`src/core/fsl_pkg.sv`:
```
/*
 * shared constants, carrier structs, state encodings and the channel routing
 * function of the isolated fast serial link engine.
 * assumes one 200 mhz system clock; the link clock is a sampled input.
 */
package fsl_pkg;

   ////////////////////////////////////////////////////////////////////////////
   // frame layout
   localparam int unsigned DATA_BITS = 8;
   localparam int unsigned FRAME_BITS = DATA_BITS + 2;
   localparam logic START_LEVEL = 1'b0;
   localparam logic IDLE_LEVEL = 1'b1;
   localparam logic CHAN_A = 1'b0;
   localparam logic CHAN_B = 1'b1;
   localparam logic [3:0] TX_LAST_CNT = 4'h9;
   localparam logic [3:0] RX_LAST_DATA = 4'h7;

   ////////////////////////////////////////////////////////////////////////////
   // bit-mode command values
   localparam logic [7:0] MODE_HOLD = 8'h10;
   localparam logic [7:0] MODE_RUN = 8'h00;

   ////////////////////////////////////////////////////////////////////////////
   // timing: each link clock phase must span at least two system cycles
   localparam int unsigned CLK_PERIOD_PS = 5000;
   localparam int unsigned LINK_HALF_MIN_PS = 10000;
   localparam int unsigned LINK_HALF_MIN_CYC = (LINK_HALF_MIN_PS + CLK_PERIOD_PS - 1) / CLK_PERIOD_PS;
   localparam int unsigned SAMPLER_MIN_CYC = 2;

   ////////////////////////////////////////////////////////////////////////////
   // carriers and states
   typedef struct packed {
      logic valid;
      logic [DATA_BITS-1:0] data;
   } fsl_byte_t;

   typedef struct packed {
      logic valid;
      logic chan;
      logic [DATA_BITS-1:0] data;
   } fsl_rx_t;

   typedef enum logic [1:0] {
      TX_IDLE = 2'b01,
      TX_BUSY = 2'b10
   } fsl_tx_state_t;

   typedef enum logic [2:0] {
      RX_IDLE = 3'b001,
      RX_DATA = 3'b010,
      RX_TARGET_CHANNEL_BIT = 3'b100
   } fsl_rx_state_t;

   // a byte aimed at a channel that is not in link mode falls to the other one
   function automatic logic fsl_route(input logic target_channel_bit, input logic a_en, input logic b_en);
      if (target_channel_bit == CHAN_A) begin
         return a_en ? CHAN_A : CHAN_B;
      end
      return b_en ? CHAN_B : CHAN_A;
   endfunction

endpackage

```
`src/core/fsl_edge_sync.sv`:
```
/*
 * two-flop synchroniser for the link clock and serial input pins, plus
 * rising and falling edge pulses of the synchronised link clock.
 * assumes the link clock phases each last at least two system cycles.
 */
`timescale 1ns/10ps
module fsl_edge_sync (
   input wire logic clk_i,
   input wire logic reset_n_i,
   input wire logic link_clock_in_i,
   input wire logic serial_in_line_i,
   output logic clk_rise_o,
   output logic clk_fall_o,
   output logic din_o
);
   // bit 0 carries the link clock, bit 1 the serial input
   // the clock bit resets low so a stopped low link clock shows no false fall after reset
   logic [1:0] meta_ff;
   logic [1:0] sync_ff;
   logic clk_old_ff;
   logic [1:0] nxt_meta;
   logic [1:0] nxt_sync;
   logic nxt_clk_old;

   always_comb begin
      nxt_meta = {serial_in_line_i, link_clock_in_i};
      nxt_sync = meta_ff;
      nxt_clk_old = sync_ff[0];
   end

   always_ff @(posedge clk_i or negedge reset_n_i) begin
      if (!reset_n_i) begin
         meta_ff <= 2'h2;
         sync_ff <= 2'h2;
         clk_old_ff <= 1'b0;
      end else begin
         meta_ff <= nxt_meta;
         sync_ff <= nxt_sync;
         clk_old_ff <= nxt_clk_old;
      end
   end

   // edges are judged from the second stage onward, never the first
   assign clk_rise_o = sync_ff[0] & ~clk_old_ff;
   assign clk_fall_o = ~sync_ff[0] & clk_old_ff;
   assign din_o = sync_ff[1];

endmodule // fsl_edge_sync

```
`src/core/fsl_link.sv`:
```
/*
 * device-side engine of the four-wire isolated fast serial link: one
 * transmit holding byte fed by two channels, a ten-bit transmit frame shifter, an
 * eight-bit receive shifter, receive permit control and destination routing.
 * assumes the far end drives the link clock (sampled here at 200 mhz) and
 * that channel mode straps come from the configuration loader on clk_i.
 */
`timescale 1ns/10ps
module fsl_link (
   input wire logic clk_i,
   input wire logic reset_n_i,
   input wire logic cfg_a_fast_i,
   input wire logic cfg_b_fast_i,
   input wire logic mode_cmd_valid_i,
   input wire logic [7:0] mode_cmd_value_i,
   input wire fsl_pkg::fsl_byte_t tx_a_i,
   input wire fsl_pkg::fsl_byte_t tx_b_i,
   output logic tx_a_ready_o,
   output logic tx_b_ready_o,
   output fsl_pkg::fsl_rx_t rx_o,
   input wire logic rx_ready_i,
   output logic link_pins_on_b_o,
   input wire logic link_clock_in_i,
   input wire logic serial_in_line_i,
   output logic serial_out_line_o,
   output logic receive_permit_out_o
);
   import fsl_pkg::*;

   if (LINK_HALF_MIN_CYC < SAMPLER_MIN_CYC) begin : g_rate_check
      $error("system clock too slow to sample the link clock");
   end

   logic rise;
   logic fall;
   logic din;

   fsl_edge_sync u_sync (
      .clk_i(clk_i),
      .reset_n_i(reset_n_i),
      .link_clock_in_i(link_clock_in_i),
      .serial_in_line_i(serial_in_line_i),
      .clk_rise_o(rise),
      .clk_fall_o(fall),
      .din_o(din)
   );

   ////////////////////////////////////////////////////////////////////////////
   // configuration straps and bit-mode hold
   logic cfg_done_ff, nxt_cfg_done;
   logic a_fast_ff, nxt_a_fast;
   logic b_fast_ff, nxt_b_fast;
   logic engine_hold_ff, nxt_engine_hold;
   logic pins_b_ff, nxt_pins_b;
   logic link_en;

   assign link_en = (a_fast_ff | b_fast_ff) & ~engine_hold_ff;

   always_comb begin
      nxt_cfg_done = 1'b1;
      nxt_a_fast = cfg_done_ff ? a_fast_ff : cfg_a_fast_i;
      nxt_b_fast = cfg_done_ff ? b_fast_ff : cfg_b_fast_i;
      nxt_engine_hold = engine_hold_ff;
      if (mode_cmd_valid_i && mode_cmd_value_i == MODE_HOLD) begin
         nxt_engine_hold = 1'b1;
      end else if (mode_cmd_valid_i && mode_cmd_value_i == MODE_RUN) begin
         nxt_engine_hold = 1'b0;
      end
      nxt_pins_b = a_fast_ff | b_fast_ff;
   end

   always_ff @(posedge clk_i or negedge reset_n_i) begin
      if (!reset_n_i) begin
         cfg_done_ff <= 1'b0;
         a_fast_ff <= 1'b0;
         b_fast_ff <= 1'b0;
         engine_hold_ff <= 1'b0;
         pins_b_ff <= 1'b0;
      end else begin
         cfg_done_ff <= nxt_cfg_done;
         a_fast_ff <= nxt_a_fast;
         b_fast_ff <= nxt_b_fast;
         engine_hold_ff <= nxt_engine_hold;
         pins_b_ff <= nxt_pins_b;
      end
   end

   assign link_pins_on_b_o = pins_b_ff;

   ////////////////////////////////////////////////////////////////////////////
   // transmit holding byte; the grant alternates so both channels get turns
   fsl_byte_t hold_ff, nxt_hold;
   logic hold_src_ff, nxt_hold_src;
   logic turn_ff, nxt_turn;
   logic rdy_a_ff, nxt_rdy_a;
   logic rdy_b_ff, nxt_rdy_b;
   logic tx_go;

   always_comb begin
      nxt_hold = hold_ff;
      nxt_hold_src = hold_src_ff;
      nxt_turn = ~turn_ff;
      nxt_hold.valid = hold_ff.valid & ~tx_go;
      // bytes are still taken while held; they simply wait here
      if (rdy_a_ff && tx_a_i.valid) begin
         nxt_hold = tx_a_i;
         nxt_hold_src = CHAN_A;
      end else if (rdy_b_ff && tx_b_i.valid) begin
         nxt_hold = tx_b_i;
         nxt_hold_src = CHAN_B;
      end
      nxt_rdy_a = ~nxt_hold.valid & a_fast_ff & (turn_ff | ~b_fast_ff);
      nxt_rdy_b = ~nxt_hold.valid & b_fast_ff & (~turn_ff | ~a_fast_ff);
   end

   always_ff @(posedge clk_i or negedge reset_n_i) begin
      if (!reset_n_i) begin
         hold_ff <= '0;
         hold_src_ff <= CHAN_A;
         turn_ff <= 1'b0;
         rdy_a_ff <= 1'b0;
         rdy_b_ff <= 1'b0;
      end else begin
         hold_ff <= nxt_hold;
         hold_src_ff <= nxt_hold_src;
         turn_ff <= nxt_turn;
         rdy_a_ff <= nxt_rdy_a;
         rdy_b_ff <= nxt_rdy_b;
      end
   end

   assign tx_a_ready_o = rdy_a_ff;
   assign tx_b_ready_o = rdy_b_ff;

   ////////////////////////////////////////////////////////////////////////////
   // transmit frame shifter: launches on link clock falling edges
   fsl_tx_state_t tx_state_ff, nxt_tx_state;
   fsl_rx_state_t rx_state_ff, nxt_rx_state;
   logic [FRAME_BITS-1:0] tx_sh_ff, nxt_tx_sh;
   logic [3:0] tx_cnt_ff, nxt_tx_cnt;
   logic tx_src_ff, nxt_tx_src;
   logic out_ff, nxt_out;

   assign tx_go = fall && tx_state_ff == TX_IDLE && hold_ff.valid && link_en && rx_state_ff == RX_IDLE;

   always_comb begin
      nxt_tx_state = tx_state_ff;
      nxt_tx_sh = tx_sh_ff;
      nxt_tx_cnt = tx_cnt_ff;
      nxt_tx_src = tx_src_ff;
      nxt_out = out_ff;
      if (!link_en) begin
         nxt_tx_state = TX_IDLE;
         nxt_out = IDLE_LEVEL;
      end else if (tx_go) begin
         nxt_tx_sh = {hold_src_ff, hold_ff.data, START_LEVEL};
         nxt_tx_src = hold_src_ff;
         nxt_tx_cnt = TX_LAST_CNT;
         nxt_out = START_LEVEL;
         nxt_tx_state = TX_BUSY;
      end else if (fall && tx_state_ff == TX_BUSY) begin
         if (tx_cnt_ff != 4'h0) begin
            nxt_tx_sh = {IDLE_LEVEL, tx_sh_ff[FRAME_BITS-1:1]};
            nxt_out = tx_sh_ff[1];
            nxt_tx_cnt = tx_cnt_ff - 4'h1;
         end else begin
            nxt_out = IDLE_LEVEL;
            nxt_tx_state = TX_IDLE;
         end
      end
   end

   always_ff @(posedge clk_i or negedge reset_n_i) begin
      if (!reset_n_i) begin
         tx_state_ff <= TX_IDLE;
         tx_sh_ff <= '1;
         tx_cnt_ff <= 4'h0;
         tx_src_ff <= CHAN_A;
         out_ff <= 1'b1;
      end else begin
         tx_state_ff <= nxt_tx_state;
         tx_sh_ff <= nxt_tx_sh;
         tx_cnt_ff <= nxt_tx_cnt;
         tx_src_ff <= nxt_tx_src;
         out_ff <= nxt_out;
      end
   end

   assign serial_out_line_o = out_ff;

   ////////////////////////////////////////////////////////////////////////////
   // receive frame shifter, permit and delivery; samples on rising edges
   logic [DATA_BITS-1:0] rx_sh_ff, nxt_rx_sh;
   logic [3:0] rx_cnt_ff, nxt_rx_cnt;
   logic cts_ff, nxt_cts;
   fsl_rx_t rx_out_ff, nxt_rx_out;

   always_comb begin
      nxt_rx_state = rx_state_ff;
      nxt_rx_sh = rx_sh_ff;
      nxt_rx_cnt = rx_cnt_ff;
      nxt_cts = cts_ff;
      nxt_rx_out = rx_out_ff;
      nxt_rx_out.valid = rx_out_ff.valid & ~rx_ready_i;
      if (!link_en) begin
         nxt_rx_state = RX_IDLE;
         nxt_cts = 1'b0;
      end else begin
         unique case (rx_state_ff)
            RX_IDLE: begin
               if (rise && cts_ff && din == START_LEVEL) begin
                  nxt_rx_state = RX_DATA;
                  nxt_rx_cnt = 4'h0;
               end else if (fall && !rx_out_ff.valid) begin
                  nxt_cts = 1'b1;
               end
            end
            RX_DATA: begin
               if (rise) begin
                  nxt_rx_sh = {din, rx_sh_ff[DATA_BITS-1:1]};
                  nxt_rx_cnt = rx_cnt_ff + 4'h1;
                  if (rx_cnt_ff == 4'h0) begin
                     nxt_cts = 1'b0;
                  end
                  if (rx_cnt_ff == RX_LAST_DATA) begin
                     nxt_rx_state = RX_TARGET_CHANNEL_BIT;
                  end
               end
            end
            RX_TARGET_CHANNEL_BIT: begin
               if (rise) begin
                  nxt_rx_out.valid = 1'b1;
                  nxt_rx_out.chan = fsl_route(din, a_fast_ff, b_fast_ff);
                  nxt_rx_out.data = rx_sh_ff;
                  nxt_rx_state = RX_IDLE;
               end
            end
         endcase
      end
   end

   always_ff @(posedge clk_i or negedge reset_n_i) begin
      if (!reset_n_i) begin
         rx_state_ff <= RX_IDLE;
         rx_sh_ff <= '0;
         rx_cnt_ff <= 4'h0;
         cts_ff <= 1'b0;
         rx_out_ff <= '0;
      end else begin
         rx_state_ff <= nxt_rx_state;
         rx_sh_ff <= nxt_rx_sh;
         rx_cnt_ff <= nxt_rx_cnt;
         cts_ff <= nxt_cts;
         rx_out_ff <= nxt_rx_out;
      end
   end

   assign receive_permit_out_o = cts_ff;
   assign rx_o = rx_out_ff;

   ////////////////////////////////////////////////////////////////////////////
   // checks
   property p_hold_quiet;
      @(posedge clk_i) disable iff (!reset_n_i)
      engine_hold_ff |=> serial_out_line_o && !receive_permit_out_o;
   endproperty
   a_hold_quiet: assert property (p_hold_quiet) else $error("link active while held");
   property p_release;
      @(posedge clk_i) disable iff (!reset_n_i)
      (mode_cmd_valid_i && mode_cmd_value_i == MODE_RUN) |=> !engine_hold_ff;
   endproperty
   a_release: assert property (p_release) else $error("hold not released");
   property p_start_low;
      @(posedge clk_i) disable iff (!reset_n_i)
      tx_go |=> !serial_out_line_o ##1 !serial_out_line_o;
   endproperty
   a_start_low: assert property (p_start_low) else $error("start bit not low");
   property p_no_tx_in_rx;
      @(posedge clk_i) disable iff (!reset_n_i)
      (rx_state_ff != RX_IDLE && tx_state_ff == TX_IDLE) |=> serial_out_line_o;
   endproperty
   a_no_tx_in_rx: assert property (p_no_tx_in_rx) else $error("frame sent during receive");
   property p_src_bit;
      @(posedge clk_i) disable iff (!reset_n_i)
      (tx_state_ff == TX_BUSY && tx_cnt_ff == 4'h0) |-> serial_out_line_o == tx_src_ff;
   endproperty
   a_src_bit: assert property (p_src_bit) else $error("wrong source bit");
   property p_cts_drop;
      @(posedge clk_i) disable iff (!reset_n_i)
      (link_en && rx_state_ff == RX_DATA && rise && rx_cnt_ff == 4'h0) |=> !receive_permit_out_o;
   endproperty
   a_cts_drop: assert property (p_cts_drop) else $error("permit not dropped");
   property p_cts_wait;
      @(posedge clk_i) disable iff (!reset_n_i)
      (rx_out_ff.valid || rx_state_ff != RX_IDLE) |=> !$rose(receive_permit_out_o);
   endproperty
   a_cts_wait: assert property (p_cts_wait) else $error("permit rose too early");
   property p_route;
      @(posedge clk_i) disable iff (!reset_n_i)
      $rose(rx_o.valid) |-> (rx_o.chan ? b_fast_ff : a_fast_ff);
   endproperty
   a_route: assert property (p_route) else $error("byte routed to non-link channel");
   property p_disabled;
      @(posedge clk_i) disable iff (!reset_n_i)
      (cfg_done_ff && !a_fast_ff && !b_fast_ff) |=> ##1 (serial_out_line_o && !receive_permit_out_o);
   endproperty
   a_disabled: assert property (p_disabled) else $error("link active with no channel");
   property p_pins_b;
      @(posedge clk_i) disable iff (!reset_n_i)
      (a_fast_ff || b_fast_ff) |=> link_pins_on_b_o;
   endproperty
   a_pins_b: assert property (p_pins_b) else $error("pins not moved to channel b");

endmodule // fsl_link

```
`config.mk`:
```
export PLATFORM = sky130hd
export DESIGN_NAME = fsl_link
export DESIGN_NICKNAME = d
export VERILOG_FILES = /design/src/core/fsl_pkg.sv /design/src/core/fsl_edge_sync.sv /design/src/core/fsl_link.sv
export SDC_FILE = /design/constraint.sdc
export NUM_CORES = 1
export LEC_CHECK = 0
export ABC_CLOCK_PERIOD_IN_PS = 2700
export BUFFER_PORTS_ARGS = -buffer_cell sky130_fd_sc_hd__buf_2
export CAP_MARGIN = 10
export CORE_MARGIN = 2
export CORE_UTILIZATION = 60
export DETAILED_ROUTE_END_ITERATION = 6
export PLACE_DENSITY = 0.84
export SLEW_MARGIN = 20
export SYNTH_ARGS = -nofsm -noshare
export SYNTH_HDL_FRONTEND = slang
export SYNTH_SLANG_ARGS = --single-unit
```
`constraint.sdc`:
```
create_clock -name clk_i -period 2.7 [get_ports clk_i]
set_input_delay 0 -clock clk_i [delete_from_list [all_inputs] [get_ports clk_i]]
set_output_delay 0 -clock clk_i [all_outputs]
set_load 0.01 [all_outputs]
```
==> results.md, run 1 <==
* Outcome: complete, no violations
* CP delay by family, top: simple AND/OR/NAND/NOR gates
* Core region area at 4660 µm²
* Comb power frac at 0.198
* Die area at 5360 µm²
* Row cnt at 25
* Post-synth top area cell: dfrtp_1
* Synth-to-Final Area Change at 25.4%
* Final instance area at 3600 µm²
* Number of setup violations in the final report at 0
* Period utilization at 0.722
* Number of global-route vias before repair at 2,197
* Worst-Skew Late Latency at roughly 340 ps
* Slew Viols, Final at 0
* GRT Total Usage at 0.245
* Drt drc at 0
* Drt first pass iters at 4
* Synth warn at 0
* Layout cells sized above 1 at 0.293
* P_int at 2.01 mW
* Final wirelength at 5.87 mm
* Hold WC Path Type: input port to flop
* Synth top area cells: dfrtp_1 (44%), dfstp_2 (13%), nand2_1 (8.0%)
* CTS tree: yes
* H-tree levels at 3
* Lkg Pwr at 1.85 nW
* WS Path Type: flop to flop
* Port bufs at 48
* Worst Path Arrival at roughly 2200 ps
* Nets at 381
* Final Total Pwr at about 2.9 mW
* Clk buf depth at 2
* Initial core utilization at 0.616
* Die span in x at 73.2 µm
* Initial DRC Count at 205
* Largest stage delay on the critical path at 580 ps
* Yosys cell types at 47
* CTS sink count at 65
* Finished Layout Cells at 402
* RSZ-0062 raised after global routing: false
* Worst rel slew slack at 0.483
* Post-synthesis area per instance at roughly 11 µm²
* Ports at a little under 50
* Setup TNS at 0 ps
* Initial antenna violation count at 0
* Root buf cell: clkbuf_8
* First-pass GRT wire length at between 9 and 10 mm
* Hold Vio Cnt, Final at 0
* Total grt overflow at 0
* Max cap viols at 0
* Synth async-reset ratio at 1.00
* Post-synth net total at 303
* Mapped Area at roughly 2900 µm²
* Synth Instances at 265
* Via Count at between 2,000 and 2,500
* CP required at 2980 ps
* Worst Skew at slightly above 7 ps
* Worst VDD drop at about 0.55 mV
* Vias per Instance at 5.49
* Crit. End Element: flop
* WP buf/inv at 1
* Worst-Margin Slew at between 700 and 800 ps
* Cell Pwr Density at 792 nW/µm²
* Switching power share of the total at 0.296
* CP Max Fanout at 26
* Sequential share of power at 0.516
* Fmax at 513 MHz
* Yosys top cell area share at 0.444
* Post-placement cell area at 3170 µm²
* Register area share after synthesis at 0.573
* WL/cell at about 15 µm
* CTS clk-pin slew, worst paths at 70 ps
* Post-synth EDFFs at 0
* Number of CTS-inserted buffers at 9
* Die H at 73.2 µm
* Top FF cell, synth: dfrtp_1
* Clock Power Share at 0.286
* Switching pwr at 0.845 mW
* Yosys reg bits at 65
* Critical Path, Cell by Cell: nor3b_1 > nand4_1 > buf_4 > a21boi_0 > and3_2
* Detail Route Antenna Nets at 0
* Final Critical Period at 1950 ps
* Crit-path slowest cell: dfstp_2
* CP startpoint kind: flop
* Gpl congestion at 0.844
* Final HPWL DP at 3.52 mm
* # placed instances at 362
* Largest net degree at the start of global routing at 66
* N_diodes at 0
## tightest hold or removal path, stage by stage
cell and delay, ps:
buf_2 70, mux2i_1 60, o21ai_0 180
## cells in the mapped netlist (all sizes together), types with 2 or more instances
master and instances:
mux2i 13, nor3b 2, or3b 3, dfstp 14, o21ai 11, nand2 61
nor2 14, a31oi 9, nor3 5, xor2 2, ha 4, nand3 5
buf 2, mux2 11, nor4 3, a21boi 3, and2 2, a21oi 10
dfrtp 51, nand2b 3, nand4 2, nor4bb 2, inv 9, clkbuf 7
and3 2
## final cells by class
class / instances / area [µm²]
flip-flops and latches: 65 / 1640
multi-input cells: 182 / 1150
fillers: 290 / 1060
clock inverters: 5 / 55.1
repair buffers: 76 / 510
clock buffers: 11 / 141
well taps: 54 / 67.6
inverters: 9 / 33.8
## final timing paths
check,start,depth (start not counted),slack (ps),to
worst max-delay path,rx_state_ff[0]$_DFFE_PN1P_,5,750,tx_b_ready_o$_DFF_PN0_
worst min-delay path,tx_a_i[4],3,9,hold_ff[4]$_DFFE_PN0P_
worst max register to register,rx_state_ff[0]$_DFFE_PN1P_,5,750,tx_b_ready_o$_DFF_PN0_
worst min register to register,u_sync.meta_ff[0]$_DFF_PN0_,0,360,u_sync.sync_ff[0]$_DFF_PN0_
max in group asynchronous,reset_n_i,3,1840,tx_cnt_ff[0]$_DFFE_PN0P_
min in group asynchronous,reset_n_i,3,360,rx_state_ff[1]$_DFFE_PN0P_
## logic make-up after synthesis
logic type | count (synthesis) | share of synthesized area
compound gates | 38 | 0.0824
xor+xnor | 3 | 0.00915
fa+ha+maj | 4 | 0.0174
buf+inv | 18 | 0.0270
flops | 65 | 0.573
mux | 24 | 0.0976
other cells | 1 | 0.00131
simple gates | 112 | 0.193
## registers in the layout, summed over array words and instances, names as in the netlist, 2 cells and up
signal and cells:
hold_ff 9, tx_state_ff 2, tx_sh_ff 9, u_sync.meta_ff 2
tx_cnt_ff 4, u_sync.sync_ff 2, rx_cnt_ff 4, rx_state_ff 3
rx_o 10, rx_sh_ff 8
## metrics by stage
step | setup WS [ps] | hold WS [ps] | utilization
CTS | 776 | 6.74 | 0.773
global placement | 950 | 110 | 0.679
global route | 575 | 20.1 | 0.773
detailed placement | 819 | 110 | 0.679
finish | 751 | 9.00 | 0.773
floorplan | 1010 | -296 | -
## power groups by stage
| stage | sequential, mW | clock (mW) | combinational [mW] |
|---|---|---|---|
| finish | 1.47 | 0.816 | 0.565 |
| global route | 1.51 | 0.862 | 0.650 |
| CTS | 1.47 | 0.823 | 0.555 |
| detailed placement | 1.48 | 0 | 0.505 |
| global placement | 1.47 | 0 | 0.478 |
| floorplan | 1.43 | 0 | 0.380 |
## placed cells by master (no fill, tap or decap), types with 2 or more instances in the layout
| cell type | instances |
|---|---|
| ha_1 | 4 |
| dlygate4sd3_1 | 24 |
| nor4_1 | 3 |
| or3b_2 | 2 |
| clkinv_2 | 2 |
| o21ai_0 | 11 |
| mux2_2 | 4 |
| nor3_1 | 4 |
| nand2_1 | 61 |
| dfrtp_1 | 51 |
| nor2_1 | 14 |
| nand2b_1 | 2 |
| nor4bb_1 | 2 |
| buf_2 | 48 |
| buf_4 | 4 |
| mux2i_1 | 13 |
| and2_1 | 2 |
| clkinvlp_4 | 2 |
| nor3b_1 | 2 |
| a31oi_1 | 9 |
| clkbuf_8 | 10 |
| inv_1 | 9 |
| dfstp_2 | 14 |
| xor2_1 | 2 |
| nand4_1 | 2 |
| mux2_4 | 7 |
| a21boi_0 | 3 |
| a21oi_1 | 10 |
| nand3_1 | 5 |
## layer usage
metal / GRT usage / vias to the layer above / part of all wire
met5: 0 / - / 0
met3: 0.0373 / 8 / 0.035
met1: 0.309 / 1082 / 0.43
met2: 0.413 / 58 / 0.52
li1: - / 1060 / -
met4: 0.117 / 0 / 0.016
## timing repair
item,in CTS,in global routing
resized for setup,0,0
hold buffers,24,0
buffers inserted,0,0
hold endpoints to repair,65,0
Note: power is estimated with default switching activity, not from simulation.
==> run 2, diff against run 1 <==
--- a/config.mk
+++ b/config.mk
@@ -5,13 +5,14 @@
 export SDC_FILE = /design/constraint.sdc
 export NUM_CORES = 1
 export LEC_CHECK = 0
-export ABC_CLOCK_PERIOD_IN_PS = 2700
+export ABC_AREA = 1
+export ABC_CLOCK_PERIOD_IN_PS = 1920
 export BUFFER_PORTS_ARGS = -buffer_cell sky130_fd_sc_hd__buf_2
 export CAP_MARGIN = 10
 export CORE_MARGIN = 2
-export CORE_UTILIZATION = 60
+export CORE_UTILIZATION = 56
 export DETAILED_ROUTE_END_ITERATION = 6
-export PLACE_DENSITY = 0.84
+export PLACE_DENSITY = 0.79
 export SLEW_MARGIN = 20
 export SYNTH_ARGS = -nofsm -noshare
 export SYNTH_HDL_FRONTEND = slang
==> constraint.sdc (replaced) <==
create_clock -name clk_i -period 1.92 [get_ports clk_i]
set_input_delay 0 -clock clk_i [delete_from_list [all_inputs] [get_ports clk_i]]
set_output_delay 0 -clock clk_i [all_outputs]
set_load 0.01 [all_outputs]
==> results.md, run 2 <==
* Final Total Pwr at 4.82 mW (was 2.85 mW)
* Synth-to-Final Area Change at 26.4% (was 25.4%)
* Vias per Instance at 5.24 (was 5.49)
* Final Critical Period at 1760 ps (was 1950 ps)
* Comb power frac at 0.287 (was 0.198)
* Fill cell count at 331 (was 290)
* Die area at 6030 µm² (was 5360 µm²)
* Worst r2r src: tx_a_ready_o$_DFF_PN0_ (was rx_state_ff[0]$_DFFE_PN1P_)
* Synth warn at 0 (unchanged)
* Hold Vio Cnt, Final at 0 (unchanged)
* Core region area at 5170 µm² (was 4660 µm²)
* Post-synth top cells: nand2_1 (95), dfrtp_1 (51), nand3_1 (38), inv_1 (37), nor2_1 (24) (was nand2_1 (61), dfrtp_1 (51), dfstp_2 (14), nor2_1 (14), mux2i_1 (13))
* Yosys cell types at 32 (was 47)
* P_int at 3.26 mW (was 2.01 mW)
* Sequential share of power at 0.420 (was 0.516)
* Initial DRC Count at 133 (was 205)
* Synth top area cells: dfrtp_1 (42%), dfstp_2 (12%), nand2_1 (12%) (was dfrtp_1 (44%), dfstp_2 (13%), nand2_1 (8.0%))
* H-tree levels at 3 (unchanged)
* RSZ-0062 raised after global routing: false (unchanged)
* Port bufs at 48 (unchanged)
* Number of CTS-inserted buffers at 9 (unchanged)
* Crit. End Element: flop (unchanged)
* Cell Pwr Density at 1250 nW/µm² (was 792 nW/µm²)
* Largest register FFs at 10 (unchanged)
* Layout cells sized above 1 at 0.240 (was 0.293)
* CP Max Fanout at 11 (was 26)
* Post-synth net total at 384 (was 303)
* WL/cell at 13.5 µm (was 14.6 µm)
* Die span in x at 77.7 µm (was 73.2 µm)
* Via Count at 2,618 (was 2,208)
* DP Worst Slack at 307 ps (was 819 ps)
* Most frequent cells in the layout: nand2_1 (93), dfrtp_1 (51), buf_2 (48) (was nand2_1 (61), dfrtp_1 (51), buf_2 (48))
* Hold WC Path Type: input port to flop (unchanged)
* CTS clk-pin slew, worst paths at 80 ps (was 70 ps)
* Max cap viols at 0 (unchanged)
* Hold path startpoint: tx_b_i[8] (was tx_a_i[4])
* Largest net degree at the start of global routing at 66 (unchanged)
* Setup TNS at 0 ps (unchanged)
* CP required at 2150 ps (was 2980 ps)
* Synth async-reset ratio at 1.00 (unchanged)
* Yosys top cell area share at 0.420 (was 0.444)
* Nets at 463 (was 381)
* Initial core utilization at 0.587 (was 0.616)
* Switching pwr at 1.56 mW (was 0.845 mW)
* Die H at 77.7 µm (was 73.2 µm)
* Period utilization at 0.916 (was 0.722)
* Ports at 49 (unchanged)
* N_diodes at 0 (unchanged)
* Post-placement cell area at 3340 µm² (was 3170 µm²)
* Initial antenna violation count at 0 (unchanged)
* Final core occ at 0.742 (was 0.773)
* Worst Skew at 11.3 ps (was 7.24 ps)
* Lkg Pwr at 1.92 nW (was 1.85 nW)
* Outcome: complete, no violations (unchanged)
* CP startpoint kind: flop (unchanged)
* Clock Power Share at 0.294 (was 0.286)
* Final wirelength at 6.75 mm (was 5.87 mm)
* Drt drc at 0 (unchanged)
* Post-synth EDFFs at 0 (unchanged)
* Final HPWL DP at 4.34 mm (was 3.52 mm)
* Worst-Skew Late Latency at 340 ps (about the same)
* Worst VDD drop at 0.936 mV (was 0.546 mV)
* Gpl congestion at 0.886 (was 0.844)
* Yosys reg bits at 65 (unchanged)
* Total grt overflow at 0 (unchanged)
* First-pass GRT wire length at 11.6 mm (was 9.87 mm)
* Setup ws final at 161 ps (was 751 ps)
* Post-synthesis area per instance at 8.78 µm² (was 10.8 µm²)
* Root buf cell: clkbuf_8 (unchanged)
* Post-synth top area cell: dfrtp_1 (unchanged)
* CTS tree: yes (unchanged)
* Final instance area at 3840 µm² (was 3600 µm²)
* Drt first pass iters at 5 (was 4)
* Number of global-route vias before repair at 2,630 (was 2,197)
* CTS sink count at 65 (unchanged)
* Most common cell after layout, fill and taps aside: nand2_1 (unchanged)
* Worst Path Arrival at 1980 ps (was 2230 ps)
* Top FF cell, synth: dfrtp_1 (unchanged)
* Number of setup violations in the final report at 0 (unchanged)
* Synth Instances at 346 (was 265)
* Top-count cell post-synth: nand2_1 (unchanged)
* Slew Viols, Final at 0 (unchanged)
* Detail Route Antenna Nets at 0 (unchanged)
* Fmax at 568 MHz (was 513 MHz)
* Register area share after synthesis at 0.541 (was 0.573)
* GRT Total Usage at 0.247 (was 0.245)
* WS Path Type: flop to flop (unchanged)
* Switching power share of the total at 0.324 (was 0.296)
* Worst setup path startpoint: tx_a_ready_o$_DFF_PN0_ (was rx_state_ff[0]$_DFFE_PN1P_)
* Mapped Area at 3040 µm² (was 2870 µm²)
* Row cnt at 26 (was 25)
* Clk buf depth at 2 (unchanged)
-- run 2: cell count changes in the layout (fill, tap and decap cells not counted), sizes merged, moves of 4 or more --
cell   change
a31oi      -9
inv       +29
mux2       -9
mux2i     -13
nand2     +41
nand3     +37
nor2      +16
nor3       -4
o21ai     +22
-- run 2: path summary, 6_finish.rpt --
check                           slack (ps)  cells after the start                     endpoint
worst min-delay path                   110                      3         hold_ff[8]$_DFF_PN0_
max in group asynchronous             1390                      3  u_sync.meta_ff[1]$_DFF_PN1_
worst max register to register         160                      5       hold_ff[7]$_DFFE_PN0P_
min in group asynchronous              200                      3     tx_cnt_ff[1]$_DFFE_PN0P_
worst min register to register         350                      0  u_sync.sync_ff[1]$_DFF_PN1_
worst max-delay path                   160                      5       hold_ff[7]$_DFFE_PN0P_
-- run 2: cells by family after synthesis --
kind of cell / share of synthesized area
DFF: 0.541
muxes: 0.00741
and+or+nand+nor: 0.281
buffers and inverters: 0.0642
xor gates and xnor gates: 0.00577
AOI/OAI and AO/OA: 0.0828
adders and majority gates: 0.0165
other: 0.00123
-- run 2: power by group through the flow --
| stage | combinational (mW) | clock [mW] | sequential [mW] |
|---|---|---|---|
| after floorplan | 0.855 | 0 | 1.99 |
| after global placement | 1.14 | 0 | 2.02 |
| after detailed placement | 1.17 | 0 | 2.03 |
| after CTS | 1.36 | 1.42 | 2.01 |
| after global routing | 1.57 | 1.48 | 2.06 |
| final | 1.38 | 1.41 | 2.02 |
-- run 2: area by class of cell --
| type | count | area, µm² | share of cell area |
|---|---|---|---|
| timing repair buffer | 75 | 518 | 0.135 |
| inverter | 38 | 143 | 0.0371 |
| clock buffer | 11 | 141 | 0.0368 |
| multi-input combinational | 236 | 1200 | 0.313 |
| clock inverter | 5 | 103 | 0.0267 |
| sequential | 65 | 1640 | 0.428 |
| tap | 70 | 87.6 | 0.0228 |
-- run 2: worst max-delay path, stage by stage (launching register included) --
cell and delay (ps):
dfrtp_1 410, nand2_2 190, nand2_1 240, nor2_1 190
a21oi_1 60, dlygate4sd3_1 560
-- run 2: through the flow --
step                      instances  hold slack (ps)
after floorplan                 346             -296
after global placement          459             36.6
after detailed placement        459             39.4
after CTS                       500              204
after global routing            500              123
final                           500              115
-- run 2: repair_timing --
item / in CTS / in global routing
endpoints found under the setup margin: 0 / 8
endpoints found under the hold margin: 79 / 0
hold buffers: 25 / 0
setup buffers: 0 / 0
resized for setup: 0 / 2
-- run 2: per-layer routing --
metal  global-route usage  up-vias  wire [µm]  share of wire
met5                    0        -          0              0
met4                0.141        0        208          0.031
met3               0.0442       24        309          0.046
met2                0.410      103       3410           0.50
met1                0.303     1220       2830           0.42
li1                     -     1271          -              -
